===== src/rtl/cpsys_pkg.sv =====
package cpsys_pkg;

    // Clock and timing
    localparam int unsigned MCLK_DIV = 2;
    localparam int unsigned XTAL_REF_HZ = 4_000_000;
    localparam int unsigned TICK_REF_HZ = 31_250;
    localparam int unsigned TICK_DIV_DEF = XTAL_REF_HZ / TICK_REF_HZ;

    // APB register byte offsets
    localparam logic [7:0] OFS_CTRL = 8'h00;
    localparam logic [7:0] OFS_TIMER = 8'h04;
    localparam logic [7:0] OFS_STAT = 8'h08;
    localparam logic [7:0] OFS_VEC = 8'h0C;
    localparam logic [7:0] OFS_BCMD = 8'h10;
    localparam logic [7:0] OFS_BDATA = 8'h14;
    localparam logic [7:0] OFS_INP = 8'h18;

    // Control register fields
    localparam int CTRL_FLAG_A = 0;
    localparam int CTRL_FLAG_B = 1;
    localparam int CTRL_LCD_ON = 2;
    localparam int CTRL_IRQ_ALLOW = 3;
    localparam int CTRL_POWER_OFF = 4;
    localparam logic [3:0] CTRL_RESET = 4'h0;

    // Status register fields
    localparam int ST_NMI_PEND = 0;
    localparam int ST_TMR_PEND = 1;
    localparam int ST_MI_PEND = 2;
    localparam int ST_BACKUP = 3;
    localparam int ST_STALL = 4;
    localparam int ST_GRANT = 5;
    localparam int ST_RESET_IN = 6;
    localparam int ST_IRQ_REQ = 7;
    localparam int BDATA_BUSY = 31;

    // Vector addresses (high byte location, low byte location)
    localparam logic [15:0] VEC_RESET_HI = 16'hFFFE;
    localparam logic [15:0] VEC_RESET_LO = 16'hFFFF;
    localparam logic [15:0] VEC_NMI_HI = 16'hFFFC;
    localparam logic [15:0] VEC_NMI_LO = 16'hFFFD;
    localparam logic [15:0] VEC_TMR_HI = 16'hFFFA;
    localparam logic [15:0] VEC_TMR_LO = 16'hFFFB;
    localparam logic [15:0] VEC_MI_HI = 16'hFFF8;
    localparam logic [15:0] VEC_MI_LO = 16'hFFF9;

    // Timer
    localparam int TMR_W = 9;
    localparam logic [8:0] TMR_FULL = 9'h1FF;
    localparam logic [8:0] TMR_STOP = 9'h000;
    localparam int TMR_TAP_A = 0;
    localparam int TMR_TAP_B = 4;

    // Backplate
    localparam int BP_W = 8;
    localparam logic [7:0] BP_RING_INIT = 8'h01;

    // Bus command word written to OFS_BCMD
    typedef struct packed {
        logic port;
        logic code;
        logic opcode;
        logic space_b;
        logic write;
        logic [7:0] data;
        logic [15:0] addr;
    } cpsys_cmd_t;
    localparam int CMD_W = 29;

    // External bus pin values
    typedef struct packed {
        logic [15:0] addr;
        logic [7:0] data;
        logic sel_a;
        logic sel_b;
        logic rw_n;
        logic drive_inhibit;
    } cpsys_bus_t;

    typedef enum logic [2:0] {
        BS_IDLE = 3'b001,
        BS_MEM = 3'b010,
        BS_PORT = 3'b100
    } cpsys_bst_t;

endpackage : cpsys_pkg


===== src/rtl/cpsys_top.sv =====
`timescale 1ns/1ps
`default_nettype none

// Summary of operation
// - Machine clock is the input clock divided by two.
// - Address outputs float while an external bus hold is granted.
// - Two space selects each reach a separate 64K space, 128K total.
// - Fetch and stack accesses always use space A; data picks either.
// - Clock output pin runs in phase with the machine clock.
// - Write cycles drive read/write low with write data on the bus.
// - Drive inhibit stays high during write cycles.
// - While reset input is high, vector points at FFFE/FFFF.
// - Non-maskable event always served, vector FFFC/FFFD.
// - Maskable input served only when allowed, vector FFF8/FFF9.
// - Bus request raises grant; grant floats address, data and strobes.
// - Opcode strobe only on opcode fetches, never on operand bytes.
// - Eight parallel input lines are readable as one byte.
// - Port latch clock high presents the accumulator byte on the bus.
// - Two user flags change only by explicit set or clear.
// - Wait sampled at clock-out falling edge; latch high stops the clock.
// - Backplate lines come from a counter on the backplate clock input.
// - LCD on control changes only by explicit command.
// - Backup latch set by input rise, cleared by power-off; pin inverted.
// - Timer is a 9-bit polynomial counter loaded by software.
// - Timer reaching 1FF raises request; allowed vector FFFA/FFFB.
// - Timer steps once per slow tick while its count is nonzero.
// - Timer follows the 511-state sequence; 1FE then 1FF then 0FF.
// - Timer holds while zero, counts for any other value.
// - Interrupt rises set pending flags, cleared during processing.
module cpsys_top #(
    parameter int unsigned TICK_DIV = cpsys_pkg::TICK_DIV_DEF
) (
    // Clock and reset
    input wire logic clock,
    input wire logic rst_n,
    // APB slave
    input wire logic psel,
    input wire logic penable,
    input wire logic pwrite,
    input wire logic [7:0] paddr,
    input wire logic [31:0] pwdata,
    output logic [31:0] prdata,
    output logic pready,
    output logic pslverr,
    // External bus
    output cpsys_pkg::cpsys_bus_t bus_pins,
    output logic addr_oe_n,
    output logic ctl_oe_n,
    output logic data_oe_n,
    input wire logic [7:0] data_in,
    output logic opcode_fetch_strobe,
    output logic port_latch_clk,
    output logic clock_out_pin,
    input wire logic wait_in,
    // Bus hold
    input wire logic bus_hold_request,
    output logic bus_hold_grant,
    // Reset and interrupt pins
    input wire logic cpu_reset_in,
    input wire logic nonmask_irq_in,
    input wire logic maskable_irq_in,
    // Misc pins
    input wire logic [7:0] parallel_input_lines,
    output logic user_flag_a,
    output logic user_flag_b,
    output logic lcd_on_ctl,
    output logic lcd_divider_tap,
    input wire logic backplate_counter_clk,
    output logic [7:0] backplate_lines,
    input wire logic backup_set_in,
    output logic backup_state_n
);
    import cpsys_pkg::*;

    generate
        if (TICK_DIV < 2 || TICK_DIV > 65536) begin : g_bad_div
            $error("TICK_DIV out of range");
        end
    endgenerate

    ////////////////////////////////////////////////////////////////////////////
    // Declarations

    logic phase_ff, stall_latch_ff;
    logic [3:0] ctrl_ff;
    logic [8:0] timer_count_ff;
    logic [15:0] tick_cnt_ff;
    logic nonmask_pending_ff, tmr_pend_ff, mi_pend_ff;
    logic nmi_prev_ff, mi_prev_ff, bk_prev_ff, bp_prev_ff;
    logic [7:0] bp_ring_ff;
    logic cmd_valid_ff;
    cpsys_cmd_t cmd_ff;
    cpsys_bst_t bst_ff;
    logic [7:0] rdata_ff;
    logic [31:0] nxt_prdata;

    ////////////////////////////////////////////////////////////////////////////
    // APB decode

    wire setup_w = psel && !penable;
    wire acc_w = psel && penable && pready;
    wire wr_w = acc_w && pwrite;
    wire sel_ctrl = paddr == OFS_CTRL;
    wire sel_timer = paddr == OFS_TIMER;
    wire sel_stat = paddr == OFS_STAT;
    wire sel_vec = paddr == OFS_VEC;
    wire sel_bcmd = paddr == OFS_BCMD;
    wire sel_bdata = paddr == OFS_BDATA;
    wire sel_inp = paddr == OFS_INP;
    wire mapped_w = sel_ctrl | sel_timer | sel_stat | sel_vec | sel_bcmd | sel_bdata | sel_inp;
    wire busy_w = cmd_valid_ff || (bst_ff != BS_IDLE);
    wire nxt_err = !mapped_w || (pwrite && sel_bcmd && busy_w)
                   || (pwrite && (sel_vec || sel_bdata || sel_inp));
    wire ctrl_wr = wr_w && sel_ctrl;
    wire timer_wr = wr_w && sel_timer;
    wire stat_wr = wr_w && sel_stat;
    wire bcmd_wr = wr_w && sel_bcmd && !pslverr; // Refusal decided at setup

    ////////////////////////////////////////////////////////////////////////////
    // Machine clock, wait latch, slow tick

    wire mtick = !phase_ff && !stall_latch_ff;
    wire tick_w = tick_cnt_ff == 16'h0000;
    wire [15:0] tick_top = 16'(TICK_DIV - 1);
    wire irq_allow = ctrl_ff[CTRL_IRQ_ALLOW];

    always_ff @(posedge clock) begin
        if (!rst_n) begin
            phase_ff <= 1'b0;
            stall_latch_ff <= 1'b0;
            tick_cnt_ff <= 16'h0000;
            lcd_divider_tap <= 1'b0;
        end else begin
            if (!stall_latch_ff)
                phase_ff <= !phase_ff;
            if (phase_ff || stall_latch_ff)
                stall_latch_ff <= wait_in;
            tick_cnt_ff <= tick_w ? tick_top : tick_cnt_ff - 16'h0001;
            if (tick_w)
                lcd_divider_tap <= !lcd_divider_tap;
        end
    end

    assign clock_out_pin = phase_ff;

    ////////////////////////////////////////////////////////////////////////////
    // Control, timer and pending flags

    wire [8:0] tmr_step = {timer_count_ff[TMR_TAP_A] ^ timer_count_ff[TMR_TAP_B],
                           timer_count_ff[8:1]};
    wire tmr_run = tick_w && (timer_count_ff != TMR_STOP);
    wire tmr_hit = tmr_run && (tmr_step == TMR_FULL);
    wire nmi_rise = mtick && nonmask_irq_in && !nmi_prev_ff;
    wire mi_rise = mtick && maskable_irq_in && !mi_prev_ff;
    wire bk_rise = backup_set_in && !bk_prev_ff;
    wire power_off = ctrl_wr && pwdata[CTRL_POWER_OFF];

    always_ff @(posedge clock) begin
        if (!rst_n) begin
            ctrl_ff <= CTRL_RESET;
            timer_count_ff <= TMR_STOP;
            nonmask_pending_ff <= 1'b0;
            tmr_pend_ff <= 1'b0;
            mi_pend_ff <= 1'b0;
            nmi_prev_ff <= 1'b0;
            mi_prev_ff <= 1'b0;
            bk_prev_ff <= 1'b0;
            backup_state_n <= 1'b1;
        end else begin
            if (ctrl_wr)
                ctrl_ff <= pwdata[3:0];
            if (timer_wr)
                timer_count_ff <= pwdata[8:0];
            else if (tmr_run)
                timer_count_ff <= tmr_step;
            if (mtick) begin
                nmi_prev_ff <= nonmask_irq_in;
                mi_prev_ff <= maskable_irq_in;
            end
            // Set wins over a same-cycle clear
            nonmask_pending_ff <= nmi_rise
                || (nonmask_pending_ff && !(stat_wr && pwdata[ST_NMI_PEND]));
            mi_pend_ff <= mi_rise
                || (mi_pend_ff && !(stat_wr && pwdata[ST_MI_PEND]));
            tmr_pend_ff <= tmr_hit
                || (tmr_pend_ff && !(stat_wr && pwdata[ST_TMR_PEND]));
            bk_prev_ff <= backup_set_in;
            if (bk_rise)
                backup_state_n <= 1'b0;
            else if (power_off)
                backup_state_n <= 1'b1;
        end
    end

    assign user_flag_a = ctrl_ff[CTRL_FLAG_A];
    assign user_flag_b = ctrl_ff[CTRL_FLAG_B];
    assign lcd_on_ctl = ctrl_ff[CTRL_LCD_ON];

    // Vector selection by priority
    wire tmr_serve = tmr_pend_ff && irq_allow;
    wire mi_serve = mi_pend_ff && irq_allow;
    wire irq_req = nonmask_pending_ff || tmr_serve || mi_serve;
    wire [31:0] vec_w = cpu_reset_in ? {VEC_RESET_LO, VEC_RESET_HI}
                      : nonmask_pending_ff ? {VEC_NMI_LO, VEC_NMI_HI}
                      : tmr_serve ? {VEC_TMR_LO, VEC_TMR_HI}
                      : mi_serve ? {VEC_MI_LO, VEC_MI_HI}
                      : 32'h0000_0000;

    ////////////////////////////////////////////////////////////////////////////
    // LCD backplate counter

    wire bp_rise = backplate_counter_clk && !bp_prev_ff;

    always_ff @(posedge clock) begin
        if (!rst_n) begin
            bp_prev_ff <= 1'b0;
            bp_ring_ff <= BP_RING_INIT;
            backplate_lines <= 8'h00;
        end else begin
            bp_prev_ff <= backplate_counter_clk;
            if (bp_rise)
                bp_ring_ff <= {bp_ring_ff[6:0], bp_ring_ff[7]};
            backplate_lines <= lcd_on_ctl ? bp_ring_ff : 8'h00;
        end
    end

    ////////////////////////////////////////////////////////////////////////////
    // External bus sequencer

    wire launch = (bst_ff == BS_IDLE) && cmd_valid_ff && mtick && !bus_hold_grant
                  && !bus_hold_request;
    wire finish = (bst_ff != BS_IDLE) && mtick;
    wire nxt_grant = bus_hold_request && (bst_ff == BS_IDLE) && !launch;
    wire use_b = !cmd_ff.code && cmd_ff.space_b;
    wire cmd_wr_cycle = cmd_ff.write && !cmd_ff.port;

    always_ff @(posedge clock) begin
        if (!rst_n) begin
            bst_ff <= BS_IDLE;
            cmd_valid_ff <= 1'b0;
            cmd_ff <= '0;
            rdata_ff <= 8'h00;
            bus_hold_grant <= 1'b0;
            addr_oe_n <= 1'b1;
            ctl_oe_n <= 1'b1;
            data_oe_n <= 1'b1;
            opcode_fetch_strobe <= 1'b0;
            port_latch_clk <= 1'b0;
            bus_pins.addr <= 16'h0000;
            bus_pins.data <= 8'h00;
            bus_pins.sel_a <= 1'b0;
            bus_pins.sel_b <= 1'b0;
            bus_pins.rw_n <= 1'b1;
            bus_pins.drive_inhibit <= 1'b0;
        end else begin
            bus_hold_grant <= nxt_grant;
            addr_oe_n <= nxt_grant;
            ctl_oe_n <= nxt_grant;
            if (bcmd_wr) begin
                cmd_ff <= cpsys_cmd_t'(pwdata[CMD_W-1:0]);
                cmd_valid_ff <= 1'b1;
            end else if (launch) begin
                cmd_valid_ff <= 1'b0;
            end
            if (nxt_grant)
                data_oe_n <= 1'b1;
            if (launch) begin
                bus_pins.addr <= cmd_ff.addr;
                bus_pins.data <= cmd_ff.data;
                data_oe_n <= !(cmd_wr_cycle || cmd_ff.port);
                if (cmd_ff.port) begin
                    bst_ff <= BS_PORT;
                    port_latch_clk <= 1'b1;
                end else begin
                    bst_ff <= BS_MEM;
                    bus_pins.sel_a <= !use_b;
                    bus_pins.sel_b <= use_b;
                    bus_pins.rw_n <= !cmd_wr_cycle;
                    bus_pins.drive_inhibit <= cmd_wr_cycle;
                    opcode_fetch_strobe <= cmd_ff.opcode && cmd_ff.code && !cmd_ff.write;
                end
            end else if (finish) begin
                if (bst_ff == BS_MEM && !cmd_ff.write)
                    rdata_ff <= data_in;
                bst_ff <= BS_IDLE;
                data_oe_n <= 1'b1;
                port_latch_clk <= 1'b0;
                opcode_fetch_strobe <= 1'b0;
                bus_pins.sel_a <= 1'b0;
                bus_pins.sel_b <= 1'b0;
                bus_pins.rw_n <= 1'b1;
                bus_pins.drive_inhibit <= 1'b0;
            end
        end
    end

    ////////////////////////////////////////////////////////////////////////////
    // APB read and answer

    wire [7:0] stat_w = {irq_req, cpu_reset_in, bus_hold_grant, stall_latch_ff,
                         !backup_state_n, mi_pend_ff, tmr_pend_ff, nonmask_pending_ff};

    always_comb begin
        nxt_prdata = 32'h0000_0000;
        if (sel_ctrl)
            nxt_prdata[3:0] = ctrl_ff;
        if (sel_timer)
            nxt_prdata[8:0] = timer_count_ff;
        if (sel_stat)
            nxt_prdata[7:0] = stat_w;
        if (sel_vec)
            nxt_prdata = vec_w;
        if (sel_bdata)
            nxt_prdata = {busy_w, 23'h00_0000, rdata_ff};
        if (sel_inp)
            nxt_prdata[7:0] = parallel_input_lines;
    end

    always_ff @(posedge clock) begin
        if (!rst_n) begin
            prdata <= 32'h0000_0000;
            pready <= 1'b0;
            pslverr <= 1'b0;
        end else begin
            pready <= setup_w;
            if (setup_w) begin
                prdata <= pwrite ? 32'h0000_0000 : nxt_prdata;
                pslverr <= nxt_err;
            end
        end
    end

    ////////////////////////////////////////////////////////////////////////////
    // Assertions

    a_phase_toggle:
    assert property (@(posedge clock) disable iff (!rst_n)
        !stall_latch_ff |=> clock_out_pin != $past(clock_out_pin))
        else $error("machine clock did not toggle");

    a_stall_freeze:
    assert property (@(posedge clock) disable iff (!rst_n)
        stall_latch_ff |=> clock_out_pin == $past(clock_out_pin))
        else $error("clock ran while stalled");

    a_grant_float:
    assert property (@(posedge clock) disable iff (!rst_n)
        bus_hold_grant |-> addr_oe_n && ctl_oe_n && data_oe_n)
        else $error("bus driven during grant");

    a_grant_answer:
    assert property (@(posedge clock) disable iff (!rst_n)
        bus_hold_request && bst_ff == BS_IDLE && !launch |=> bus_hold_grant ##0 addr_oe_n)
        else $error("grant not raised");

    a_fetch_space:
    assert property (@(posedge clock) disable iff (!rst_n)
        opcode_fetch_strobe |-> bus_pins.sel_a && !bus_pins.sel_b && bus_pins.rw_n)
        else $error("fetch not in space A");

    a_write_strobes:
    assert property (@(posedge clock) disable iff (!rst_n)
        !bus_pins.rw_n |-> !data_oe_n && bus_pins.drive_inhibit && bus_pins.data == cmd_ff.data)
        else $error("write cycle strobes wrong");

    a_timer_step:
    assert property (@(posedge clock) disable iff (!rst_n)
        tick_w && timer_count_ff != TMR_STOP && !timer_wr
        |=> timer_count_ff == {$past(timer_count_ff[0] ^ timer_count_ff[4]),
                               $past(timer_count_ff[8:1])})
        else $error("timer step wrong");

    a_timer_hold:
    assert property (@(posedge clock) disable iff (!rst_n)
        timer_count_ff == TMR_STOP && !timer_wr |=> timer_count_ff == TMR_STOP)
        else $error("stopped timer moved");

    a_timer_irq:
    assert property (@(posedge clock) disable iff (!rst_n)
        $changed(timer_count_ff) && timer_count_ff == TMR_FULL && !$past(timer_wr)
        |-> tmr_pend_ff)
        else $error("timer request missing");

    a_backup_set:
    assert property (@(posedge clock) disable iff (!rst_n)
        bk_rise |=> !backup_state_n ##1 (!backup_state_n || $past(power_off)))
        else $error("backup latch not set");

    a_nmi_pending:
    assert property (@(posedge clock) disable iff (!rst_n)
        nmi_rise |=> nonmask_pending_ff ##0 vec_w[15:0] == (cpu_reset_in ? VEC_RESET_HI : VEC_NMI_HI))
        else $error("nmi not pending");

    a_port_data:
    assert property (@(posedge clock) disable iff (!rst_n)
        port_latch_clk |-> !data_oe_n && bus_pins.rw_n && !bus_pins.sel_a && !bus_pins.sel_b)
        else $error("port latch data not driven");

    c_grant: cover property (@(posedge clock) disable iff (!rst_n) $rose(bus_hold_grant));
    c_write: cover property (@(posedge clock) disable iff (!rst_n) $fell(bus_pins.rw_n));
    c_timer_hit: cover property (@(posedge clock) disable iff (!rst_n) tmr_hit);
    c_port: cover property (@(posedge clock) disable iff (!rst_n) $rose(port_latch_clk));

endmodule : cpsys_top

`default_nettype wire


===== config.mk =====
export PLATFORM = sky130hd
export DESIGN_NAME = cpsys_top
export DESIGN_NICKNAME = d
export VERILOG_FILES = /design/src/rtl/cpsys_pkg.sv /design/src/rtl/cpsys_top.sv
export SDC_FILE = /design/constraint.sdc
export NUM_CORES = 1
export LEC_CHECK = 0
export BUFFER_PORTS_ARGS = -buffer_cell sky130_fd_sc_hd__buf_2
export CORE_MARGIN = 2
export CORE_UTILIZATION = 36
export DETAILED_ROUTE_END_ITERATION = 10
export PLACE_DENSITY = 0.65
export SYNTH_ARGS = -nofsm -noshare
export SYNTH_HDL_FRONTEND = slang
export SYNTH_SLANG_ARGS = --single-unit

===== constraint.sdc =====
create_clock -name clock -period 5.9 [get_ports clock]
set_clock_uncertainty 0.15 [all_clocks]
set_input_delay 0.295 -clock clock [delete_from_list [all_inputs] [get_ports clock]]
set_output_delay 0.295 -clock clock [all_outputs]
set_load 0.05 [all_outputs]

==> flow_summary_export.csv, run 1 <==
group,metric,value,unit
synth,synth-xor-area-share,1.979,%
synth,synth_compound_area_share,18.30,%
sta,clock.fmax,343.7,MHz
finish,insertedDiodeCount,0,
setup_path,cp_slowest_cell,"nand4_1",
sta,finalSetupViolCount,0,
sta,timing.final.crit_share,49.31,%
placement,dpl_cell_area,6899,sq um
sta,final.setup.worst_slack,2991,ps
synth,synth-simple-area-share,23.51,%
detailed_routing,wl,17350,um
sta,fin_tns_setup,0,ps
die,initial_core_util,37.09,%
min_path,hp-class,"input pin to register",
detailed_routing,first_pass_iters,5,
clock_network,cts.path.max_buffers,2,
clock_network,cts.sinks,145,
global_routing,grt_overflow,0,
clock_network,hold_buffers,39,
synth,synth_top_area_cell,"dfxtp_1",
finish,drive_gt1_share,22.05,%
finish,mostFrequentLayoutCells,"buf_2 (146), dfxtp_1 (145), nand2_1 (100)",
clock_network,clock-root-buffer,"clkbuf_16",
finish,final_util,47.34,%
clock_network,clk_pin_slew_worst_paths,60,ps
pwr,powerDensity,334.4,nW/um^2
die,die_w,135.2,um
setup_path,path_cells,"nor4_1 -> nand4_1 -> or4_1 -> o211ai_1",
synth,synthAdderAreaFrac,0.4040,%
placement,port-buffer-count,146,
setup_path,worst-r2r-cell-count,4,
sta,fin_crit,2909,ps
outcome,run_status,"finished clean",
setup_path,cp_max_fo,21,
clock_network,post_cts_buffers,0,
sta,grt_setup_unrepaired,"false",
sta,hold_violations,0,
finish,mostFrequentLayoutCell,"buf_2",
finish,finalNetCount,955,
synth,syn_inst,747,
synth,synth_top_family_by_area,"simple AND/OR/NAND/NOR gates",
global_routing,grt_start_max_net_pins,49,
setup_path,arrival,3110,ps
synth,netlist.area_leader.share,46.86,%
synth,synth_edf_count,0,
sta,finalMaxSlewViolations,0,
flow_run,max_cap_viol_count,0,
placement,gp_congestion,0.8483,
sta,tightest_slew,1103,ps
detailed_routing,vias,5786,
detailed_routing,via_per_inst,5.175,
global_routing,antenna_found_initial,0,
detailed_routing,drt_drc_violations_left,0,
placement,dpl_worst_slack,3008,ps
synth,avgSynthCellArea,8.293,sq um
setup_path,crit_required,6100,ps
global_routing,grt_pass1_vias,5493,
setup_path,critPathMaxStageDelay,920,ps
detailed_routing,drtAntennaViolNets,0,
die,fp.coreArea,16700,sq um
setup_path,path_class,"register to register",
pwr,p_leak,3.230,nW
synth,yosys.cell_types.count,59,
die,dieArea,18270,sq um
die,pin_count,150,
placement,hpwl,11420,um
synth,synth-seq-area-share,46.86,%
detailed_routing,routedWlPerCell,15.52,um
synth,ys_seq_elements,145,
setup_path,startpoint_type,"register",
setup_path,r2r_slack,2990,ps
synth,synth_warnings,0,
clock_network,cts_tree,"done",
min_path,hold_depth,3,
global_routing,grt_first_pass_wirelength,28310,um
setup_path,critPathCaptureType,"register",
finish,design_area,7906,sq um
finish,syn_to_final_growth,27.63,%
synth,synth-async-reset-ratio,0,%
clock_network,h-tree-depth,4,
synth,syn_area,6195,sq um
synth,synth_area_leaders,"dfxtp_1 (47%), a21oi_1 (7.4%), nand2_1 (6.1%)",
clock_network,cts_made_buffers,17,
clock_network,cts_resized,0,
detailed_routing,drt_iter0_markers,540,
pwr,ir_drop,0.2251,mV
synth,synth.area.mux_share,2.484,%
synth,ys.flop_type,"dfxtp_1",
clock_network,clock_latency,420,ps
sta,maxSlewHeadroom,26.23,%
die,die_h,135.2,um
die,num_rows,47,
synth,syn_nets,817,
global_routing,grt_util_all_layers,19.52,%
==> registers in the layout, summed over array words and instances, names as in the netlist, 3 cells and up <==
name,flops
tick_cnt_ff,16
prdata,13
backplate_lines,8
bp_ring_ff,8
cmd_ff,29
bus_pins,28
rdata_ff,8
timer_count_ff,9
ctrl_ff,4
bst_ff,3
==> cell type report <==
cell class | count | area (sq um)
clock inverter | 14 | 177.7
tap | 220 | 275.3
sequential | 145 | 2903
fill | 1668 | 8795
multi-input combinational | 518 | 2897
timing repair buffer | 192 | 1174
inverter | 11 | 41.29
clock buffer | 18 | 439.2
==> stage by stage <==
step | total power [W] | instances | hold slack [ps]
after detailed placement | 0.001513 | 1047 | 288.4
final | 0.002644 | 1118 | 38.55
after global routing | 0.002771 | 1118 | 26.88
after global placement | 0.001510 | 1047 | 283.4
after floorplan | 0.001412 | 747 | 266.7
after CTS | 0.002665 | 1118 | 18.96
==> synthesized netlist by cell type (3+ instances only) <==
| master | number |
|---|---|
| o2111ai_1 | 3 |
| nand3b_1 | 6 |
| nand2b_1 | 8 |
| o21a_1 | 4 |
| a211oi_1 | 4 |
| o211ai_1 | 4 |
| or2_2 | 4 |
| nor4_1 | 8 |
| nor3b_1 | 5 |
| nand3_1 | 47 |
| buf_4 | 20 |
| a31oi_1 | 8 |
| or4_1 | 5 |
| o31ai_1 | 5 |
| nor2_1 | 40 |
| and2_1 | 8 |
| a21oi_1 | 91 |
| inv_1 | 10 |
| xor2_1 | 12 |
| o21ai_0 | 52 |
| mux2_2 | 3 |
| buf_1 | 4 |
| and3_1 | 11 |
| or3_1 | 3 |
| o22ai_1 | 4 |
| nand2_1 | 100 |
| nor4b_1 | 4 |
| a22oi_1 | 4 |
| nand4_1 | 9 |
| nand4b_1 | 3 |
| clkbuf_1 | 46 |
| nor2b_1 | 10 |
| mux2i_1 | 12 |
| nor3_1 | 11 |
| dfxtp_1 | 145 |
| a311oi_1 | 3 |
==> routing by layer <==
layer	GRT usage, %	vias to the layer above	wire [um]
met5	0	-	0
met2	31.81	154	8334
met3	4.153	15	834
met4	6.655	0	183
met1	25.77	2717	7999
li1	-	2900	-
==> final timing paths <==
path,startpoint,end
max,tick_cnt_ff[8],timer_count_ff[4]
min,pwdata[0],ctrl_ff[0]
max reg2reg,tick_cnt_ff[8],timer_count_ff[4]
min reg2reg,cmd_ff[8],bus_pins[20]
==> report_power, final <==
| group | leakage [nW] | switching [W] | internal (W) | total, W |
|---|---|---|---|---|
| combinational | 1.75 | 0.000253 | 0.000165 | 0.000418 |
| sequential | 1.17 | 0.0000554 | 0.00104 | 0.00110 |
| clock | 0.302 | 0.000447 | 0.000683 | 0.00113 |
==> cell families (layout without fill, tap and decap cells) <==
| kind of cell | after synthesis | count (layout) |
|---|---|---|
| buf+inv | 84 | 235 |
| mux | 15 | 15 |
| compound gates | 198 | 198 |
| flops | 145 | 145 |
| xor+xnor | 14 | 14 |
| fa+ha+maj | 2 | 2 |
| simple gates | 289 | 289 |
==> worst max-delay path: cells and delay by family, from the launching register on <==
| family | cells | cell delay [ps] |
|---|---|---|
| and+or+nand+nor | 3 | 2260 |
| DFF | 1 | 330 |
| AOI/OAI and AO/OA | 1 | 100 |
Note: power is estimated with default switching activity, not from simulation.
==> run 2, diff against run 1 <==
- clock period: 5.9 -> 2.7 ns (I/O delays scaled with it)
==> flow_summary_export.csv, run 2 (synthesis results as in run 1) <==
group,metric,value,unit
setup_path,r2r-start,"tick_cnt_ff[9]",
finish,multiInputGateArea,2897,sq um
finish,mostFrequentLayoutCell,"buf_2",
setup_path,crit_required,2850,ps
detailed_routing,vias,5974,
pwr,combPwrFrac,17.5,%
clock_network,clk_pin_slew_worst_paths,60,ps
min_path,hp-class,"input pin to register",
setup_path,arrival,2290,ps
finish,syn_to_final_growth,31.59,%
placement,port-buffer-count,146,
sta,fin_crit,2139,ps
clock_network,cts_tree,"done",
die,pin_count,150,
setup_path,startpoint_type,"input pin",
clock_network,h-tree-depth,4,
sta,maxSlewHeadroom,38.05,%
pwr,swShare,30.14,%
sta,finalMaxSlewViolations,0,
sta,fin_tns_setup,0,ps
global_routing,grt_util_all_layers,19.39,%
setup_path,crit_start,"pwrite",
detailed_routing,via_per_inst,5.213,
detailed_routing,wl,17690,um
pwr,clkPwrFrac,40.8,%
pwr,powerDensity,707.0,nW/um^2
finish,fillers,1644,
pwr,power.switching,0.001737,W
die,die_h,135.2,um
die,die_w,135.2,um
global_routing,grt_first_pass_wirelength,28500,um
sta,hold_violations,0,
pwr,p_leak,3.348,nW
setup_path,path_class,"input pin to register",
clock_network,clock_latency,430,ps
detailed_routing,first_pass_iters,4,
finish,finalNetCount,983,
placement,gp_congestion,0.8490,
die,dieArea,18270,sq um
sta,timing.final.crit_share,79.24,%
setup_path,critPathCaptureType,"register",
outcome,run_status,"finished clean",
detailed_routing,drt_drc_violations_left,0,
placement,hpwl,11700,um
clock_network,cts.path.max_buffers,2,
clock_network,cts.sinks,145,
clock_network,cts_made_buffers,17,
sta,tightest_slew,929.3,ps
global_routing,grt_overflow,0,
clock_network,clock-root-buffer,"clkbuf_16",
sta,grt_setup_unrepaired,"false",
clock_network,cts_resized,0,
detailed_routing,drt_iter0_markers,520,
finish,drive_gt1_share,22.57,%
die,initial_core_util,37.09,%
global_routing,antenna_found_initial,0,
detailed_routing,drtAntennaViolNets,0,
placement,placedCellCount,1058,
setup_path,worst-r2r-cell-count,5,
pwr,internal_power,0.004026,W
finish,largest_reg_flops,29,
global_routing,grt_start_max_net_pins,84,
sta,clock.fmax,467.4,MHz
die,num_rows,47,
min_path,hold_depth,4,
finish,insertedDiodeCount,0,
sta,finalSetupViolCount,0,
pwr,ir_drop,0.4329,mV
min_path,holdCritStartpoint,"penable",
detailed_routing,routedWlPerCell,15.43,um
die,fp.coreArea,16700,sq um
finish,regMostFlops,"cmd_ff",
finish,mostFrequentLayoutCells,"buf_2 (146), dfxtp_1 (145), nand2_1 (100)",
flow_run,max_cap_viol_count,0,
pwr,seq_power_share,41.6,%
setup_path,cp_max_fo,29,
finish,stdcell_count,1146,
global_routing,grt_pass1_vias,5625,
finish,regArea,2903,sq um
finish,largestRegisters,"cmd_ff x29, bus_pins x28, tick_cnt_ff x16",
[run 2: what timing repair did]
item                      CTS  global route
hold buffers               56             0
hold endpoints to repair   71             0
setup buffers               0             0
[run 2: critical path, stage by stage]
cell	delay, ps
dlygate4sd3_1	520
buf_2	170
nand4_1	100
buf_4	180
or3_1	730
o21ai_0	340
a21oi_1	100
[run 2: worst paths after layout]
check                           end  slack [ps]
setup / recovery         cmd_ff[17]         560
hold / removal           prdata[31]          10
setup reg to reg  timer_count_ff[8]         640
hold reg to reg        bus_pins[21]         300
[run 2: cell type report]
cell class / instances / share of cell area (%)
inverter: 11 / 0.5065
timing repair buffer: 220 / 17.81
multi-input combinational: 518 / 35.53
clock buffer: 17 / 5.219
clock inverter: 15 / 1.949
sequential: 145 / 35.61
tap: 220 / 3.377
[run 2: power by group through the flow]
| stage | Sequential (W) | Combinational, W | Clock, W |
|---|---|---|---|
| detailed placement | 0.00245 | 0.000944 | 0 |
| finish | 0.00240 | 0.00101 | 0.00235 |
| global placement | 0.00244 | 0.000931 | 0 |
| global route | 0.00242 | 0.00112 | 0.00248 |
| CTS | 0.00240 | 0.00101 | 0.00240 |
| floorplan | 0.00247 | 0.000620 | 0 |
[run 2: metrics by stage]
step	util, %	worst slack, ps	cell area [sq um]	hold WS, ps	total power (W)
CTS	48.81	561.2	8152	6.142	0.005810
floorplan	-	536.6	6195	106.7	0.003086
global placement	41.95	568.4	7007	200.8	0.003373
finish	48.81	560.5	8152	10.97	0.005763
detailed placement	41.95	509.1	7007	208.1	0.003393
global route	48.81	380.3	8152	52.31	0.006029
[run 2: metal layers]
| metal | share of wire (%) | vias to the layer above | GRT usage, % | wire length (um) |
|---|---|---|---|---|
| met5 | 0 | - | 0 | 0 |
| met4 | 1.2 | 0 | 5.845 | 218 |
| met3 | 5.2 | 18 | 4.115 | 920 |
| met2 | 47 | 185 | 32.35 | 8397 |
| met1 | 46 | 2812 | 25.30 | 8148 |
| li1 | - | 2959 | - | - |
